**src/prbs_eye_defs.svh**
```systemverilog
// Purpose: Offsets, field positions and reset values of the checker and eye-scan status bank.
// Assumes: Word addresses as seen on the serial control port, 16-bit registers.
// Notes:   Definitions only.
`ifndef PRBS_EYE_DEFS_SVH
`define PRBS_EYE_DEFS_SVH

`define ADDR_PATTERN_CHECK_RESULT   8'h8A
`define ADDR_SCAN_SEGMENT_BYTES     8'h8B
`define ADDR_SHAPE_LEFT_EDGE        8'h8C
`define ADDR_SHAPE_TOP_EDGE         8'h8D
`define ADDR_SHAPE_RIGHT_EDGE       8'h8E
`define ADDR_SHAPE_BOTTOM_EDGE      8'h8F
`define ADDR_PATTERN_ERROR_TALLY    8'h89

`define BIT_NO_TRANSITION           9
`define BIT_CHECK_ABORT             8
`define STATE_MSB                   1
`define STATE_LSB                   0
`define EDGE_VOLT_MSB               15
`define EDGE_VOLT_LSB               8
`define EDGE_PHASE_MSB              6
`define EDGE_PHASE_LSB              0

`define STATE_IDLE                  2'h0
`define STATE_BUSY                  2'h1
`define STATE_DONE                  2'h2
`define STATE_ABORTED               2'h3

`define RESET_WORD                  16'h0000
`define RESET_BYTE                  8'h00
`define RESET_PHASE                 7'h00

`endif

```
**src/prbs_eye_pkg.sv**
```systemverilog
// Purpose: Types shared by the status bank and its edge holder.
// Assumes: Constants live in prbs_eye_defs.svh.
// Notes:   Edge results travel as one packed struct.
package prbs_eye_pkg;

	typedef enum logic [1:0] {
		ck_idle,
		ck_busy,
		ck_done,
		ck_aborted
	} checker_fsm_t;

	typedef struct packed {
		logic [7:0] voltage;
		logic [6:0] phase;
	} edge_result_t;

	typedef struct packed {
		logic       wr;
		logic       rd;
		logic [7:0] addr;
	} host_access_t;

endpackage : prbs_eye_pkg

```
**src/edge_result_holder.sv**
```systemverilog
// Purpose: Holds one shape-scan edge result and presents it as a 16-bit status word.
// Assumes: Load pulse comes from eye-monitor logic on mclk.
// Notes:   Used once for each of the four edges.
`timescale 1ns/1ps
`default_nettype none
`include "prbs_eye_defs.svh"

module edge_result_holder
(
	input  wire logic                        mclk,
	input  wire logic                        sys_rst,
	input  wire logic                        load,
	input  wire prbs_eye_pkg::edge_result_t  new_result,
	output var  logic [15:0]                 status_word
);
	import prbs_eye_pkg::*;

	edge_result_t held;
	edge_result_t next_held;

	always_comb
	begin
		next_held = held;
		if (load)
		begin
			next_held = new_result;
		end
	end

	always_ff @(posedge mclk)
	begin
		if (sys_rst)
		begin
			held <= '{voltage: `RESET_BYTE, phase: `RESET_PHASE};
		end
		else
		begin
			held <= next_held;
		end
	end

	// Phase is kept to seven bits so values above 127 can never be shown.
	always_comb
	begin
		status_word = `RESET_WORD;
		status_word[`EDGE_VOLT_MSB:`EDGE_VOLT_LSB] = held.voltage;
		status_word[`EDGE_PHASE_MSB:`EDGE_PHASE_LSB] = held.phase;
	end

endmodule : edge_result_holder
`default_nettype wire

```
**src/prbs_eye_result_status.sv**
```systemverilog
// Purpose: Read-only status bank for the pattern checker and the eye-monitor shape scan.
// Assumes: Host accesses arrive as single-cycle strobes on mclk from the serial control port.
// Notes:   Checker events come from logic on the same clock and are not synchronised.
//
// Behaviour
// - Bit 9 set when preceding check saw no transitions, else 0.
// - No-transition flag changes only at completion; holds until next request.
// - No-transition flag is meaningless whenever the abort flag reads 1.
// - Bit 8 set when check abandoned by lock loss or sleep; holds.
// - Bits 1:0 report idle, busy, done or aborted checker state.
// - State and check request form a four-phase handshake with the host.
// - Report aborted if lock loss or sleep occurs or already existed.
// - All-zero input leaves error count zero; flag distinguishes absent data.
// - Sixteen-bit field reports bytes in last partial scan segment.
// - Edge results at four consecutive registers: left, top, right, bottom.
// - Edge voltage offset in bits 15:8, 127 meaning zero volts.
// - Edge phase in bits 6:0, legal values 0 to 127.
// - Error count cleared at measurement start, updated only at completion.
`timescale 1ns/1ps
`default_nettype none
`include "prbs_eye_defs.svh"

module prbs_eye_result_status
(
	input  wire logic                        mclk,
	input  wire logic                        sys_rst,
	input  wire prbs_eye_pkg::host_access_t  host_access,
	input  wire logic [15:0]                 host_wdata,
	output var  logic [15:0]                 host_rdata,
	input  wire logic                        check_request,
	input  wire logic                        check_timed,
	input  wire logic                        lock_lost,
	input  wire logic                        sleep_active,
	input  wire logic                        check_finish,
	input  wire logic                        data_transition_seen,
	input  wire logic                        pattern_error_hit,
	input  wire logic                        segment_valid,
	input  wire logic [15:0]                 segment_byte_count,
	input  wire logic [3:0]                  edge_load,
	input  wire prbs_eye_pkg::edge_result_t  left_edge,
	input  wire prbs_eye_pkg::edge_result_t  top_edge,
	input  wire prbs_eye_pkg::edge_result_t  right_edge,
	input  wire prbs_eye_pkg::edge_result_t  bottom_edge,
	output var  logic [1:0]                  checker_state,
	output var  logic                        no_transition_flag,
	output var  logic                        check_abort_flag
);
	import prbs_eye_pkg::*;

	////////////////////////////////////////////////////////////////////////////
	checker_fsm_t fsm;
	checker_fsm_t next_fsm;
	logic         no_transition;
	logic         next_no_transition;
	logic         abort_flag;
	logic         next_abort_flag;
	logic         seen_edge;
	logic         next_seen_edge;
	logic [15:0]  pattern_error_tally;
	logic [15:0]  next_pattern_error_tally;
	logic [15:0]  running_tally;
	logic [15:0]  next_running_tally;
	logic         fault;

	assign fault = lock_lost | sleep_active;

	// The running count is kept apart so the visible tally never moves mid-measurement.
	always_comb
	begin
		next_fsm                 = fsm;
		next_no_transition       = no_transition;
		next_abort_flag          = abort_flag;
		next_seen_edge           = seen_edge;
		next_pattern_error_tally = pattern_error_tally;
		next_running_tally       = running_tally;
		case (fsm)
			ck_idle:
			begin
				if (check_request)
				begin
					next_abort_flag    = 1'b0;
					next_no_transition = 1'b0;
					next_seen_edge     = 1'b0;
					next_running_tally = `RESET_WORD;
					next_pattern_error_tally = `RESET_WORD;
					if (fault)
					begin
						next_fsm        = ck_aborted;
						next_abort_flag = 1'b1;
					end
					else
					begin
						next_fsm = ck_busy;
					end
				end
			end
			ck_busy:
			begin
				if (data_transition_seen)
				begin
					next_seen_edge = 1'b1;
				end
				if (pattern_error_hit && running_tally != 16'hFFFF)
				begin
					next_running_tally = running_tally + 16'h0001;
				end
				if (fault)
				begin
					// Flag is left as it was; its value means nothing after an abort.
					next_fsm        = ck_aborted;
					next_abort_flag = 1'b1;
				end
				else if (!check_request)
				begin
					// Host dropped the request of a timed or continuous check: finish it now.
					next_fsm = ck_done;
					next_no_transition = !(seen_edge | data_transition_seen);
					next_pattern_error_tally = running_tally;
				end
				else if (check_timed && check_finish)
				begin
					next_fsm = ck_done;
					next_no_transition = !(seen_edge | data_transition_seen);
					next_pattern_error_tally = running_tally;
				end
			end
			ck_done,
			ck_aborted:
			begin
				if (!check_request)
				begin
					next_fsm = ck_idle;
				end
			end
			default:
			begin
				next_fsm = ck_idle;
			end
		endcase
	end

	always_ff @(posedge mclk)
	begin
		if (sys_rst)
		begin
			fsm                 <= ck_idle;
			no_transition       <= 1'b0;
			abort_flag          <= 1'b0;
			seen_edge           <= 1'b0;
			pattern_error_tally <= `RESET_WORD;
			running_tally       <= `RESET_WORD;
		end
		else
		begin
			fsm                 <= next_fsm;
			no_transition       <= next_no_transition;
			abort_flag          <= next_abort_flag;
			seen_edge           <= next_seen_edge;
			pattern_error_tally <= next_pattern_error_tally;
			running_tally       <= next_running_tally;
		end
	end

	always_comb
	begin
		case (fsm)
			ck_busy:    checker_state = `STATE_BUSY;
			ck_done:    checker_state = `STATE_DONE;
			ck_aborted: checker_state = `STATE_ABORTED;
			default:    checker_state = `STATE_IDLE;
		endcase
	end

	assign no_transition_flag = no_transition;
	assign check_abort_flag   = abort_flag;

	////////////////////////////////////////////////////////////////////////////
	logic [15:0] segment_bytes;
	logic [15:0] next_segment_bytes;

	always_comb
	begin
		next_segment_bytes = segment_bytes;
		if (segment_valid)
		begin
			next_segment_bytes = segment_byte_count;
		end
	end

	always_ff @(posedge mclk)
	begin
		if (sys_rst)
		begin
			segment_bytes <= `RESET_WORD;
		end
		else
		begin
			segment_bytes <= next_segment_bytes;
		end
	end

	logic [15:0] edge_word [4];

	edge_result_holder u_left
	(
		.mclk        (mclk),
		.sys_rst     (sys_rst),
		.load        (edge_load[0]),
		.new_result  (left_edge),
		.status_word (edge_word[0])
	);

	edge_result_holder u_top
	(
		.mclk        (mclk),
		.sys_rst     (sys_rst),
		.load        (edge_load[1]),
		.new_result  (top_edge),
		.status_word (edge_word[1])
	);

	edge_result_holder u_right
	(
		.mclk        (mclk),
		.sys_rst     (sys_rst),
		.load        (edge_load[2]),
		.new_result  (right_edge),
		.status_word (edge_word[2])
	);

	edge_result_holder u_bottom
	(
		.mclk        (mclk),
		.sys_rst     (sys_rst),
		.load        (edge_load[3]),
		.new_result  (bottom_edge),
		.status_word (edge_word[3])
	);

	////////////////////////////////////////////////////////////////////////////
	// Write strobes and data are deliberately ignored: every word here is read-only.
	logic [15:0] read_word;
	logic [15:0] next_rdata;

	always_comb
	begin
		read_word = `RESET_WORD;
		if (host_access.addr == `ADDR_PATTERN_CHECK_RESULT)
		begin
			read_word[`BIT_NO_TRANSITION]          = no_transition;
			read_word[`BIT_CHECK_ABORT]            = abort_flag;
			read_word[`STATE_MSB:`STATE_LSB]       = checker_state;
		end
		else if (host_access.addr == `ADDR_PATTERN_ERROR_TALLY)
		begin
			read_word = pattern_error_tally;
		end
		else if (host_access.addr == `ADDR_SCAN_SEGMENT_BYTES)
		begin
			read_word = segment_bytes;
		end
		else if (host_access.addr == `ADDR_SHAPE_LEFT_EDGE)
		begin
			read_word = edge_word[0];
		end
		else if (host_access.addr == `ADDR_SHAPE_TOP_EDGE)
		begin
			read_word = edge_word[1];
		end
		else if (host_access.addr == `ADDR_SHAPE_RIGHT_EDGE)
		begin
			read_word = edge_word[2];
		end
		else if (host_access.addr == `ADDR_SHAPE_BOTTOM_EDGE)
		begin
			read_word = edge_word[3];
		end
	end

	always_comb
	begin
		next_rdata = host_rdata;
		if (host_access.rd)
		begin
			next_rdata = read_word;
		end
	end

	always_ff @(posedge mclk)
	begin
		if (sys_rst)
		begin
			host_rdata <= `RESET_WORD;
		end
		else
		begin
			host_rdata <= next_rdata;
		end
	end

endmodule : prbs_eye_result_status
`default_nettype wire

```
**config.mk**
```make
export PLATFORM = sky130hd
export DESIGN_NAME = prbs_eye_result_status
export DESIGN_NICKNAME = d
export VERILOG_FILES = /design/src/prbs_eye_pkg.sv /design/src/edge_result_holder.sv /design/src/prbs_eye_result_status.sv
export VERILOG_INCLUDE_DIRS = /design/src
export SDC_FILE = /design/constraint.sdc
export NUM_CORES = 1
export LEC_CHECK = 0
export BUFFER_PORTS_ARGS = -buffer_cell sky130_fd_sc_hd__buf_2
export CAP_MARGIN = 20
export CORE_UTILIZATION = 30
export CTS_CLUSTER_SIZE = 30
export DETAILED_ROUTE_END_ITERATION = 8
export HOLD_SLACK_MARGIN = 0.08
export PLACE_DENSITY_LB_ADDON = 0.12
export RECOVER_POWER = 25
export SLEW_MARGIN = 25
export SYNTH_ARGS = -nofsm -noshare
export SYNTH_HDL_FRONTEND = slang
export SYNTH_SLANG_ARGS = --single-unit
```
**constraint.sdc**
```tcl
create_clock -name mclk -period 4.8 [get_ports mclk]
set_input_delay 1.44 -clock mclk [delete_from_list [all_inputs] [get_ports mclk]]
set_output_delay 1.44 -clock mclk [all_outputs]
set_load 0.02 [all_outputs]
```
==> reports/metrics.cfg, run 1 <==
[worst_setup_path]
crit_arrival_ps=3450
worstSetupStartpoint=host_access[0]
crit_fanout=32
start_kind=input port
rrSetupSlack_ps=2490
crit_type=input port to flip-flop
r2r_start=fsm[0]$_SDFFE_PP0P_
end_kind=flip-flop
cp.required_ps=5080

[power]
switchingPower_uw=644
p_per_area_mw_per_mm2=376
vdd_drop_max_uv=263
power_mw=2.73
pwr-share-comb_pct=10.5
p_sw_share_pct=23.6
pwr-share-clk_pct=47.5
p_int_mw=2.09
leakage_nw=2.96
p_seq_share_pct=42.0

[synth]
synth_cells=645
synth_ff_type=dfxtp_1
yosysSeqAreaShare_pct=43.8
yosys.cell_types.count=56
synth_edf_count=0
synthArstFlopShare_pct=0
synth-seq-cells=129
synth_area_mm2=0.00590
ys_warn_count=0
synth_nets=762
avgSynthCellArea_um2=9.15

[run_status]
status=finished clean

[sta]
whs_ps=472
maxSlewHeadroom_pct=12.3
setup-tns-final_ps=0
tightestPinTransition_ps=1310
setup_viol=0
fmax_mhz=316
rsz0062_at_grt=no
period_share_pct=66.0
finClkSkew_ps=6.93
timing_max_transition_violations_final=0
hold_violations=0
period_minus_slack_ps=3170

[layout]
design_area_mm2=0.00725
final_nets=850
stdcell_count=1008
drive_gt1_share_pct=20.5
num-fill-cells=1959
area_growth_syn_to_layout_pct=22.9

[min_path]
hold_path.class=flip-flop to flip-flop
hold_path_startpoint=host_rdata[9]$_SDFFE_PP0P_

[drt]
routed-via-count=5186
postRouteAntennaNets=0
drtIter0Drc=365
drtPass1Iterations=5
post_drt_wl_per_cell_um=17.4
remaining_drc_errors=0
wl_um=17500
vias_per_cell=5.14

[clock_network]
numCtsBuffers=17
ctsHoldBuffers=0
cts_resized=0
post_cts_buffers=0
clock-sinks=129
root_buffer=clkbuf_16
clock_latency_ps=410
cts_tree=done
cts_buffer_depth=2
path_clk_slew_ps=50
cts_max_level=4

[global_routing]
grt_pass1_wl_um=27200
antenna_found_initial=4
grt_max_degree=63
track_usage_pct=17.8
grt_pass1_vias=4940
grt_overflow=0

[die]
initial_core_util_pct=31.0
rows=50
io_pins=136
die_area_mm2=0.0202
fp.coreArea_mm2=0.0190
fp.dieW_um=142
die_y_um=142

[placement]
hpwl_um=12500
gp_congestion=0.800
io_buffers=118
placed_area_mm2=0.00666
place_inst=974

[run]
cap_viol_max_count=0

[cell usage after synthesis (2+ instances only)]
master / count / area share, %
nor3_1: 2 / 0.17
dfxtp_1: 129 / 44
nor3b_1: 2 / 0.25
a22oi_1: 2 / 0.25
a31oi_1: 4 / 0.42
nor4b_1: 3 / 0.45
buf_1: 9 / 0.57
and4_1: 3 / 0.45
o21ai_0: 45 / 3.8
nand3_1: 8 / 0.68
or2_2: 2 / 0.21
inv_1: 4 / 0.25
a21oi_1: 32 / 2.7
buf_2: 3 / 0.25
nor2_1: 98 / 6.2
or3_1: 4 / 0.42
a2111oi_0: 11 / 1.6
o2111ai_1: 2 / 0.30
nor2b_1: 15 / 1.6
nand4b_1: 19 / 2.8
and2_1: 2 / 0.21
a221oi_1: 13 / 1.9
or4_1: 9 / 1.1
o22ai_1: 4 / 0.42
clkbuf_1: 43 / 2.7
nand2_1: 20 / 1.3
nand2b_1: 7 / 0.74
nor4bb_1: 3 / 0.51
o2bb2ai_1: 15 / 2.2
mux2i_1: 96 / 16
nand4_1: 3 / 0.32
o2111a_1: 2 / 0.38
o31ai_1: 8 / 1.0
[placed cells by master (no fill, tap or decap), types with 15 or more instances in the layout]
cell type  instances
nand2_1           20
clkbuf_16         17
a21oi_1           32
nor2b_1           15
mux2i_1           96
dfxtp_1          129
buf_2            111
o2bb2ai_1         15
nand4b_1          19
nor2_1            98
o21ai_0           45
[cell type report]
type / count / area (um2) / share of cell area [%]
inverters: 5 / 18.8 / 0.259
repair buffers: 125 / 638 / 8.80
multi-input cells: 455 / 3090 / 42.5
diodes: 2 / 5.00 / 0.0690
well taps: 260 / 325 / 4.49
clock buffers: 28 / 527 / 7.26
flip-flops and latches: 129 / 2580 / 35.6
clock inverters: 4 / 70.1 / 0.966
[through the flow]
| step | setup slack [ps] | util (%) |
|---|---|---|
| floorplan | 1920 | - |
| global placement | 1270 | 35.0 |
| detailed placement | 1220 | 35.0 |
| CTS | 1680 | 38.1 |
| global route | 1480 | 38.1 |
| finish | 1630 | 38.1 |
[power by group through the flow]
| stage | sequential [mW] | clock, mW | combinational (mW) |
|---|---|---|---|
| floorplan | 1.17 | 0 | 0.181 |
| global placement | 1.17 | 0 | 0.284 |
| detailed placement | 1.17 | 0 | 0.288 |
| CTS | 1.15 | 1.33 | 0.289 |
| global route | 1.15 | 1.38 | 0.316 |
| finish | 1.15 | 1.30 | 0.287 |
[per-layer routing]
layer | track usage (%) | up-vias | part of all wire [%]
met3 | 5.75 | 11 | 6.0
met1 | 24.3 | 2473 | 48
met4 | 4.30 | 4 | 0.52
li1 | - | 2560 | -
met5 | 0 | - | 0.10
met2 | 26.8 | 138 | 45
[worst max-delay path: stages]
cell	delay, ps
buf_2	620
nor2b_1	450
buf_4	240
o2bb2ai_1	200
a221oi_1	160
a2111oi_0	320
[registers in the layout, indices dropped and copies added, names as in the netlist]
| register | count |
|---|---|
| seen_edge | 1 |
| check_abort_flag | 1 |
| u_left.status_word | 15 |
| fsm | 2 |
| host_rdata | 16 |
| pattern_error_tally | 16 |
| u_top.status_word | 15 |
| no_transition_flag | 1 |
| running_tally | 16 |
| segment_bytes | 16 |
| u_right.status_word | 15 |
| u_bottom.status_word | 15 |
[worst paths after layout]
kind / cells past startpoint / endpoint
setup / recovery: 6 / host_rdata[5]$_SDFFE_PP0P_
hold reg to reg: 2 / host_rdata[9]$_SDFFE_PP0P_
setup reg to reg: 5 / running_tally[15]$_SDFFE_PP0P_
hold / removal: 2 / host_rdata[9]$_SDFFE_PP0P_
[cell families (layout without fill, tap and decap cells)]
family          count (synthesis)  count (layout)  synth area share, %
simple gates                  206             206                 18.3
other cells                     0               2                    0
fa+ha+maj                       1               1                0.212
mux                            98              98                 16.9
flops                         129             129                 43.8
compound gates                150             150                 16.9
buf+inv                        61             162                 3.96
Power figures use the tool's default switching activity.
==> run 2, diff against run 1 <==
--- a/config.mk
+++ b/config.mk
@@ -6,6 +6,7 @@
 export SDC_FILE = /design/constraint.sdc
 export NUM_CORES = 1
 export LEC_CHECK = 0
+export ABC_AREA = 1
 export BUFFER_PORTS_ARGS = -buffer_cell sky130_fd_sc_hd__buf_2
 export CAP_MARGIN = 20
 export CORE_UTILIZATION = 30
==> constraint.sdc (replaced) <==
create_clock -name mclk -period 2.8 [get_ports mclk]
set_input_delay 0.84 -clock mclk [delete_from_list [all_inputs] [get_ports mclk]]
set_output_delay 0.84 -clock mclk [all_outputs]
set_load 0.02 [all_outputs]
==> run 2 against run 1 <==
  * Critical path depth increased by 1
  * Sequential power grew 74%
  * Cell area is 3.3% higher
  * Register-to-register slack got worse by 1800 ps
  * Largest power group unchanged
==> reports/metrics.cfg, run 2 <==
[worst_setup_path]
crit_type=input port to flip-flop  ; unchanged
end_kind=flip-flop  ; unchanged
start_kind=input port  ; unchanged
crit_arrival_ps=2500  ; was 3450 ps
r2r_end=running_tally[15]$_SDFFE_PP0P_  ; unchanged
cp.required_ps=3160  ; was 5080 ps
crit_fanout=80  ; was 32
r2r_cells=9  ; was 5
rrSetupSlack_ps=700  ; was 2490 ps
r2r_start=running_tally[1]$_SDFFE_PP0P_  ; was fsm[0]$_SDFFE_PP0P_

[clock_network]
cts_tree=done  ; unchanged
cts_buffer_depth=2  ; unchanged
post_cts_buffers=0  ; unchanged
cts_resized=0  ; unchanged
clock_latency_ps=420  ; was 410 ps
root_buffer=clkbuf_16  ; unchanged
numCtsBuffers=17  ; unchanged
clock-sinks=129  ; unchanged
path_clk_slew_ps=60  ; was 50 ps
cts_max_level=4  ; unchanged
ctsHoldBuffers=0  ; unchanged

[sta]
fmax_mhz=466
setup_viol=0  ; unchanged
whs_ps=463  ; was 472 ps
setup-tns-final_ps=0  ; unchanged
timing_max_transition_violations_final=0  ; unchanged
hold_violations=0  ; unchanged
finClkSkew_ps=9.13  ; was 6.93 ps
tightestPinTransition_ps=1380  ; was 1310 ps
period_minus_slack_ps=2140
maxSlewHeadroom_pct=8.18  ; was 12.3%
period_share_pct=76.6
fin_ws_ps=656  ; was 1630 ps
rsz0062_at_grt=no  ; unchanged

[synth]
yosys.cell_types.count=39  ; was 56
synth_cells=867  ; was 645
synth_edf_count=0  ; unchanged
synth_top_area_share_pct=42.9  ; was 43.8%
yosysSeqAreaShare_pct=42.9  ; was 43.8%
synth_ff_type=dfxtp_1  ; unchanged
ys_warn_count=0  ; unchanged
synth-seq-cells=129  ; unchanged
synthArstFlopShare_pct=0  ; unchanged
synth_largest_area_cell=dfxtp_1  ; unchanged
synth_commonest_cells=189 x nor2_1, 129 x dfxtp_1, 114 x nand2_1  ; was 129 x dfxtp_1, 98 x nor2_1, 96 x mux2i_1
synth_most_common_cell=nor2_1  ; was dfxtp_1
yosys-top-cells-area=dfxtp_1 43%, nor2_1 12%, o21ai_0 8.1%  ; was dfxtp_1 44%, mux2i_1 16%, nor2_1 6.2%
avgSynthCellArea_um2=6.94  ; was 9.15 um2
synth_nets=984  ; was 762
synth_area_mm2=0.00601  ; was 0.00590 mm2

[layout]
num-fill-cells=2161  ; was 1959
area_growth_syn_to_layout_pct=24.5  ; was 22.9%
final_common_cell=nor2_1  ; was dfxtp_1
final_cell_mix=189 x nor2_1, 129 x dfxtp_1, 115 x buf_2  ; was 129 x dfxtp_1, 111 x buf_2, 98 x nor2_1
stdcell_count=1247  ; was 1008
diodes=0  ; was 2
final_nets=1086  ; was 850
drive_gt1_share_pct=19.8  ; was 20.5%

[drt]
vias_per_cell=4.64  ; was 5.14
drtPass1Iterations=5  ; unchanged
postRouteAntennaNets=0  ; unchanged
remaining_drc_errors=0  ; unchanged
drtIter0Drc=376  ; was 365
routed-via-count=5785  ; was 5186
post_drt_wl_per_cell_um=14.6  ; was 17.4 um
wl_um=18300  ; was 17500 um

[run_status]
status=finished clean  ; unchanged

[power]
p_per_area_mw_per_mm2=665  ; was 376 mW/mm2
vdd_drop_max_uv=377  ; was 263 uV
leakage_nw=3.24  ; was 2.96 nW
power_mw=4.98  ; was 2.73 mW

[min_path]
hold_path.class=flip-flop to flip-flop  ; unchanged
hold_path_startpoint=pattern_error_tally[15]$_SDFFE_PP0P_  ; was host_rdata[9]$_SDFFE_PP0P_
hold-path-endpoint=pattern_error_tally[15]$_SDFFE_PP0P_  ; was host_rdata[9]$_SDFFE_PP0P_
min_path_cells=2  ; unchanged

[placement]
place_inst=1215  ; was 974
gp_congestion=0.800  ; unchanged
io_buffers=118  ; unchanged
hpwl_um=13400  ; was 12500 um
pre_cts_ws_ps=286  ; was 1220 ps

[global_routing]
track_usage_pct=18.4  ; was 17.8%
grt_overflow=0  ; unchanged
grt_pass1_wl_um=28100  ; was 27200 um
antenna_found_initial=0  ; was 4
grt_pass1_vias=5090  ; was 4940
grt_max_degree=81  ; was 63

[die]
initial_core_util_pct=30.8  ; was 31.0%
die_area_mm2=0.0206  ; was 0.0202 mm2
fp.dieW_um=144  ; was 142 um
fp.coreArea_mm2=0.0195  ; was 0.0190 mm2
rows=51  ; was 50
io_pins=136  ; unchanged
die_y_um=144  ; was 142 um

[run]
cap_viol_max_count=0  ; unchanged

==> run 2: report_power, final <==
part / total, mW / internal (mW) / switching, mW
Sequential: 2.00 / 1.93 / 0.0643
Clock: 2.45 / 1.60 / 0.850
Combinational: 0.528 / 0.184 / 0.344
==> run 2: cell type report <==
type / count / area, um2 / share of cell area (%)
repair buffers: 135 / 712 / 9.51
multi-input cells: 623 / 2970 / 39.7
well taps: 265 / 332 / 4.43
clock inverters: 13 / 210 / 2.81
inverters: 63 / 236 / 3.16
flip-flops and latches: 129 / 2580 / 34.5
clock buffers: 19 / 443 / 5.91
==> run 2: worst max path at each step <==
stage	startpoint	end	slack (ps)
finish	sys_rst	running_tally[2]$_SDFFE_PP0P_	660
global route	sys_rst	running_tally[2]$_SDFFE_PP0P_	370
CTS	running_tally[1]$_SDFFE_PP0P_	running_tally[15]$_SDFFE_PP0P_	710
detailed placement	host_access[1]	host_rdata[14]$_SDFFE_PP0P_	290
global placement	host_access[7]	host_rdata[9]$_SDFFE_PP0P_	290
floorplan	host_access[0]	host_rdata[2]$_SDFFE_PP0P_	810
==> run 2: metal layers <==
layer / GRT usage, % / vias up / wire [um]
li1: - / 3075 / -
met1: 27.6 / 2565 / 9760
met2: 25.5 / 126 / 7310
met3: 3.47 / 19 / 948
met4: 6.55 / 0 / 248
met5: 0 / - / 0
==> run 2: cell families after synthesis <==
| group | after synthesis | synth area share, % |
|---|---|---|
| compound gates | 172 | 15.9 |
| xor+xnor | 4 | 0.583 |
| fa+ha+maj | 1 | 0.208 |
| buf+inv | 115 | 7.86 |
| flops | 129 | 42.9 |
| simple gates | 446 | 32.5 |
==> run 2: worst max-delay path, stage by stage <==
cell and delay (ps):
buf_2 100, clkinv_1 40, clkbuf_2 970, nand2_1 120, inv_1 200, o21ai_0 120
a21oi_1 110
==> run 2: per-stage QoR <==
step / cell area (um2) / utilization [%]
final: 7490 / 38.4
after global routing: 7490 / 38.4
after CTS: 7500 / 38.4
after detailed placement: 6850 / 35.1
after global placement: 6850 / 35.1
after floorplan: 6010 / -
==> run 3, diff against run 2 <==
==> constraint.sdc (replaced) <==
create_clock -name mclk -period 2.1 [get_ports mclk]
set_input_delay 0.63 -clock mclk [delete_from_list [all_inputs] [get_ports mclk]]
set_output_delay 0.63 -clock mclk [all_outputs]
set_load 0.02 [all_outputs]
==> run 3 against run 2 <==
  * Register-to-register slack lost 420 ps
  * Critical path depth increased by 3
  * Worst setup slack worse by 370 ps
  * Sequential power grew 34%
==> reports/metrics.cfg, run 3 (synthesized netlist as in run 2, its figures left out) <==
[worst_setup_path]
r2r_end=running_tally[11]$_SDFFE_PP0P_  ; was running_tally[15]$_SDFFE_PP0P_
critPathCapture=running_tally[11]$_SDFFE_PP0P_  ; was running_tally[2]$_SDFFE_PP0P_
worstSetupStartpoint=fsm[0]$_SDFFE_PP0P_  ; was sys_rst
rrSetupSlack_ps=280  ; was 700 ps
end_kind=flip-flop  ; unchanged
crit_type=flip-flop to flip-flop  ; was input port to flip-flop
crit_arrival_ps=2100  ; was 2500 ps
start_kind=flip-flop  ; was input port
r2r_start=fsm[0]$_SDFFE_PP0P_  ; was running_tally[1]$_SDFFE_PP0P_
r2r_cells=10  ; was 9
cp.required_ps=2380  ; was 3160 ps
crit_fanout=8  ; was 80

[placement]
gp_congestion=0.833  ; was 0.800
hpwl_um=13800  ; was 13400 um
io_buffers=118  ; unchanged

[clock_network]
post_cts_buffers=0  ; unchanged
path_clk_slew_ps=60  ; about the same
cts_tree=done  ; unchanged
root_buffer=clkbuf_16  ; unchanged
cts_resized=0  ; unchanged
ctsHoldBuffers=0  ; unchanged
cts_buffer_depth=2  ; unchanged
clock_latency_ps=420  ; about the same
cts_max_level=4  ; unchanged
clock-sinks=129  ; unchanged
numCtsBuffers=17  ; unchanged

[global_routing]
track_usage_pct=18.6  ; was 18.4%
grt_pass1_vias=5336  ; was 5090
grt_max_degree=48  ; was 81
grt_overflow=0  ; unchanged
grt_pass1_wl_um=28900  ; was 28100 um
antenna_found_initial=0  ; unchanged

[sta]
finClkSkew_ps=8.78  ; was 9.13 ps
fmax_mhz=550
period_minus_slack_ps=1820
maxSlewHeadroom_pct=51.6  ; was 8.18%
rsz0062_at_grt=no  ; unchanged
timing_max_transition_violations_final=0  ; unchanged
tightestPinTransition_ps=727  ; was 1380 ps
hold_violations=0  ; unchanged
period_share_pct=86.5
setup_viol=0  ; unchanged

[layout]
final_cell_mix=189 x nor2_1, 129 x dfxtp_1, 116 x buf_2  ; was 189 x nor2_1, 129 x dfxtp_1, 115 x buf_2
area_growth_syn_to_layout_pct=25.8  ; was 24.5%
final_util_pct=38.7  ; was 38.4%
drive_gt1_share_pct=21.0  ; was 19.8%
final_nets=1100  ; was 1086
final_common_cell=nor2_1  ; unchanged
diodes=0  ; unchanged

[drt]
drtPass1Iterations=5  ; unchanged
post_drt_wl_per_cell_um=14.8  ; was 14.6 um
remaining_drc_errors=0  ; unchanged
postRouteAntennaNets=0  ; unchanged
wl_um=18700  ; was 18300 um
vias_per_cell=4.64  ; about the same
drtIter0Drc=416  ; was 376
routed-via-count=5845  ; was 5785

[die]
die_area_mm2=0.0206  ; unchanged
die_y_um=144  ; unchanged
fp.dieW_um=144  ; unchanged
fp.coreArea_mm2=0.0195  ; unchanged
rows=51  ; unchanged
initial_core_util_pct=30.8  ; unchanged
io_pins=136  ; unchanged

[run]
cap_viol_max_count=0  ; unchanged

[min_path]
hold_path.class=input port to flip-flop  ; was flip-flop to flip-flop

[power]
vdd_drop_max_uv=534  ; was 377 uV
power_mw=6.37  ; was 4.98 mW
p_per_area_mw_per_mm2=843  ; was 665 mW/mm2
leakage_nw=3.30  ; was 3.24 nW

[run_status]
status=finished clean  ; unchanged

-- run 3: cell type report --
type	count	area (um2)
clock buffer	17	425
clock inverter	14	168
fill	2150	12000
inverter	63	236
multi-input combinational	623	2960
sequential	129	2580
tap	265	332
timing repair buffer	149	856
-- run 3: worst min path at each step --
| stage | end | slack, ps | start | cells past startpoint |
|---|---|---|---|---|
| 5_1_grt | u_left.status_word[4]$_SDFFE_PP0P_ | 420 | left_edge[4] | 3 |
| 2_1_floorplan | u_left.status_word[8]$_SDFFE_PP0P_ | 430 | u_left.status_word[8]$_SDFFE_PP0P_ | 2 |
| 6_report | u_left.status_word[4]$_SDFFE_PP0P_ | 430 | left_edge[4] | 3 |
| 3_5_place_dp | pattern_error_tally[6]$_SDFFE_PP0P_ | 450 | pattern_error_tally[6]$_SDFFE_PP0P_ | 2 |
| 4_1_cts | u_left.status_word[4]$_SDFFE_PP0P_ | 410 | left_edge[4] | 3 |
| 3_3_place_gp | seen_edge$_SDFFE_PP0P_ | 450 | seen_edge$_SDFFE_PP0P_ | 1 |
-- run 3: routing by layer --
layer	vias up	GRT usage, %	wire [um]
met5	-	0	0
met2	136	25.9	7510
met3	14	4.03	909
met1	2592	28.4	10000
met4	0	4.37	201
li1	3103	-	-
-- run 3: where the power goes --
group          switching, mW  leakage, nW  internal (mW)
registers             0.0873         1.06           2.58
logic                  0.468         1.96          0.272
clock network           1.11        0.284           1.85
total                   1.67         3.30           4.70
-- run 3: through the flow --
stage / setup TNS (ps) / std cells / setup slack [ps] / hold slack, ps / area [um2]
final: 0 / 1260 / 283 / 433 / 7560
after floorplan: 0 / 867 / 325 / 430 / 6010
after global placement: -8.44 / 1229 / -6.21 / 449 / 6990
after global routing: 0 / 1260 / 60.6 / 423 / 7560
after CTS: 0 / 1260 / 248 / 414 / 7580
after detailed placement: -31.9 / 1229 / -15.9 / 453 / 6990
-- run 3: critical path, cell delays in order (launching register included) --
cell and delay, ps:
dfxtp_1 410, inv_2 90, nor2_2 240, nand2_1 170
nor2_1 150, nand4_2 110, nand2_2 130, buf_4 170
nor2_1 50, a21oi_1 110, nor2_1 60
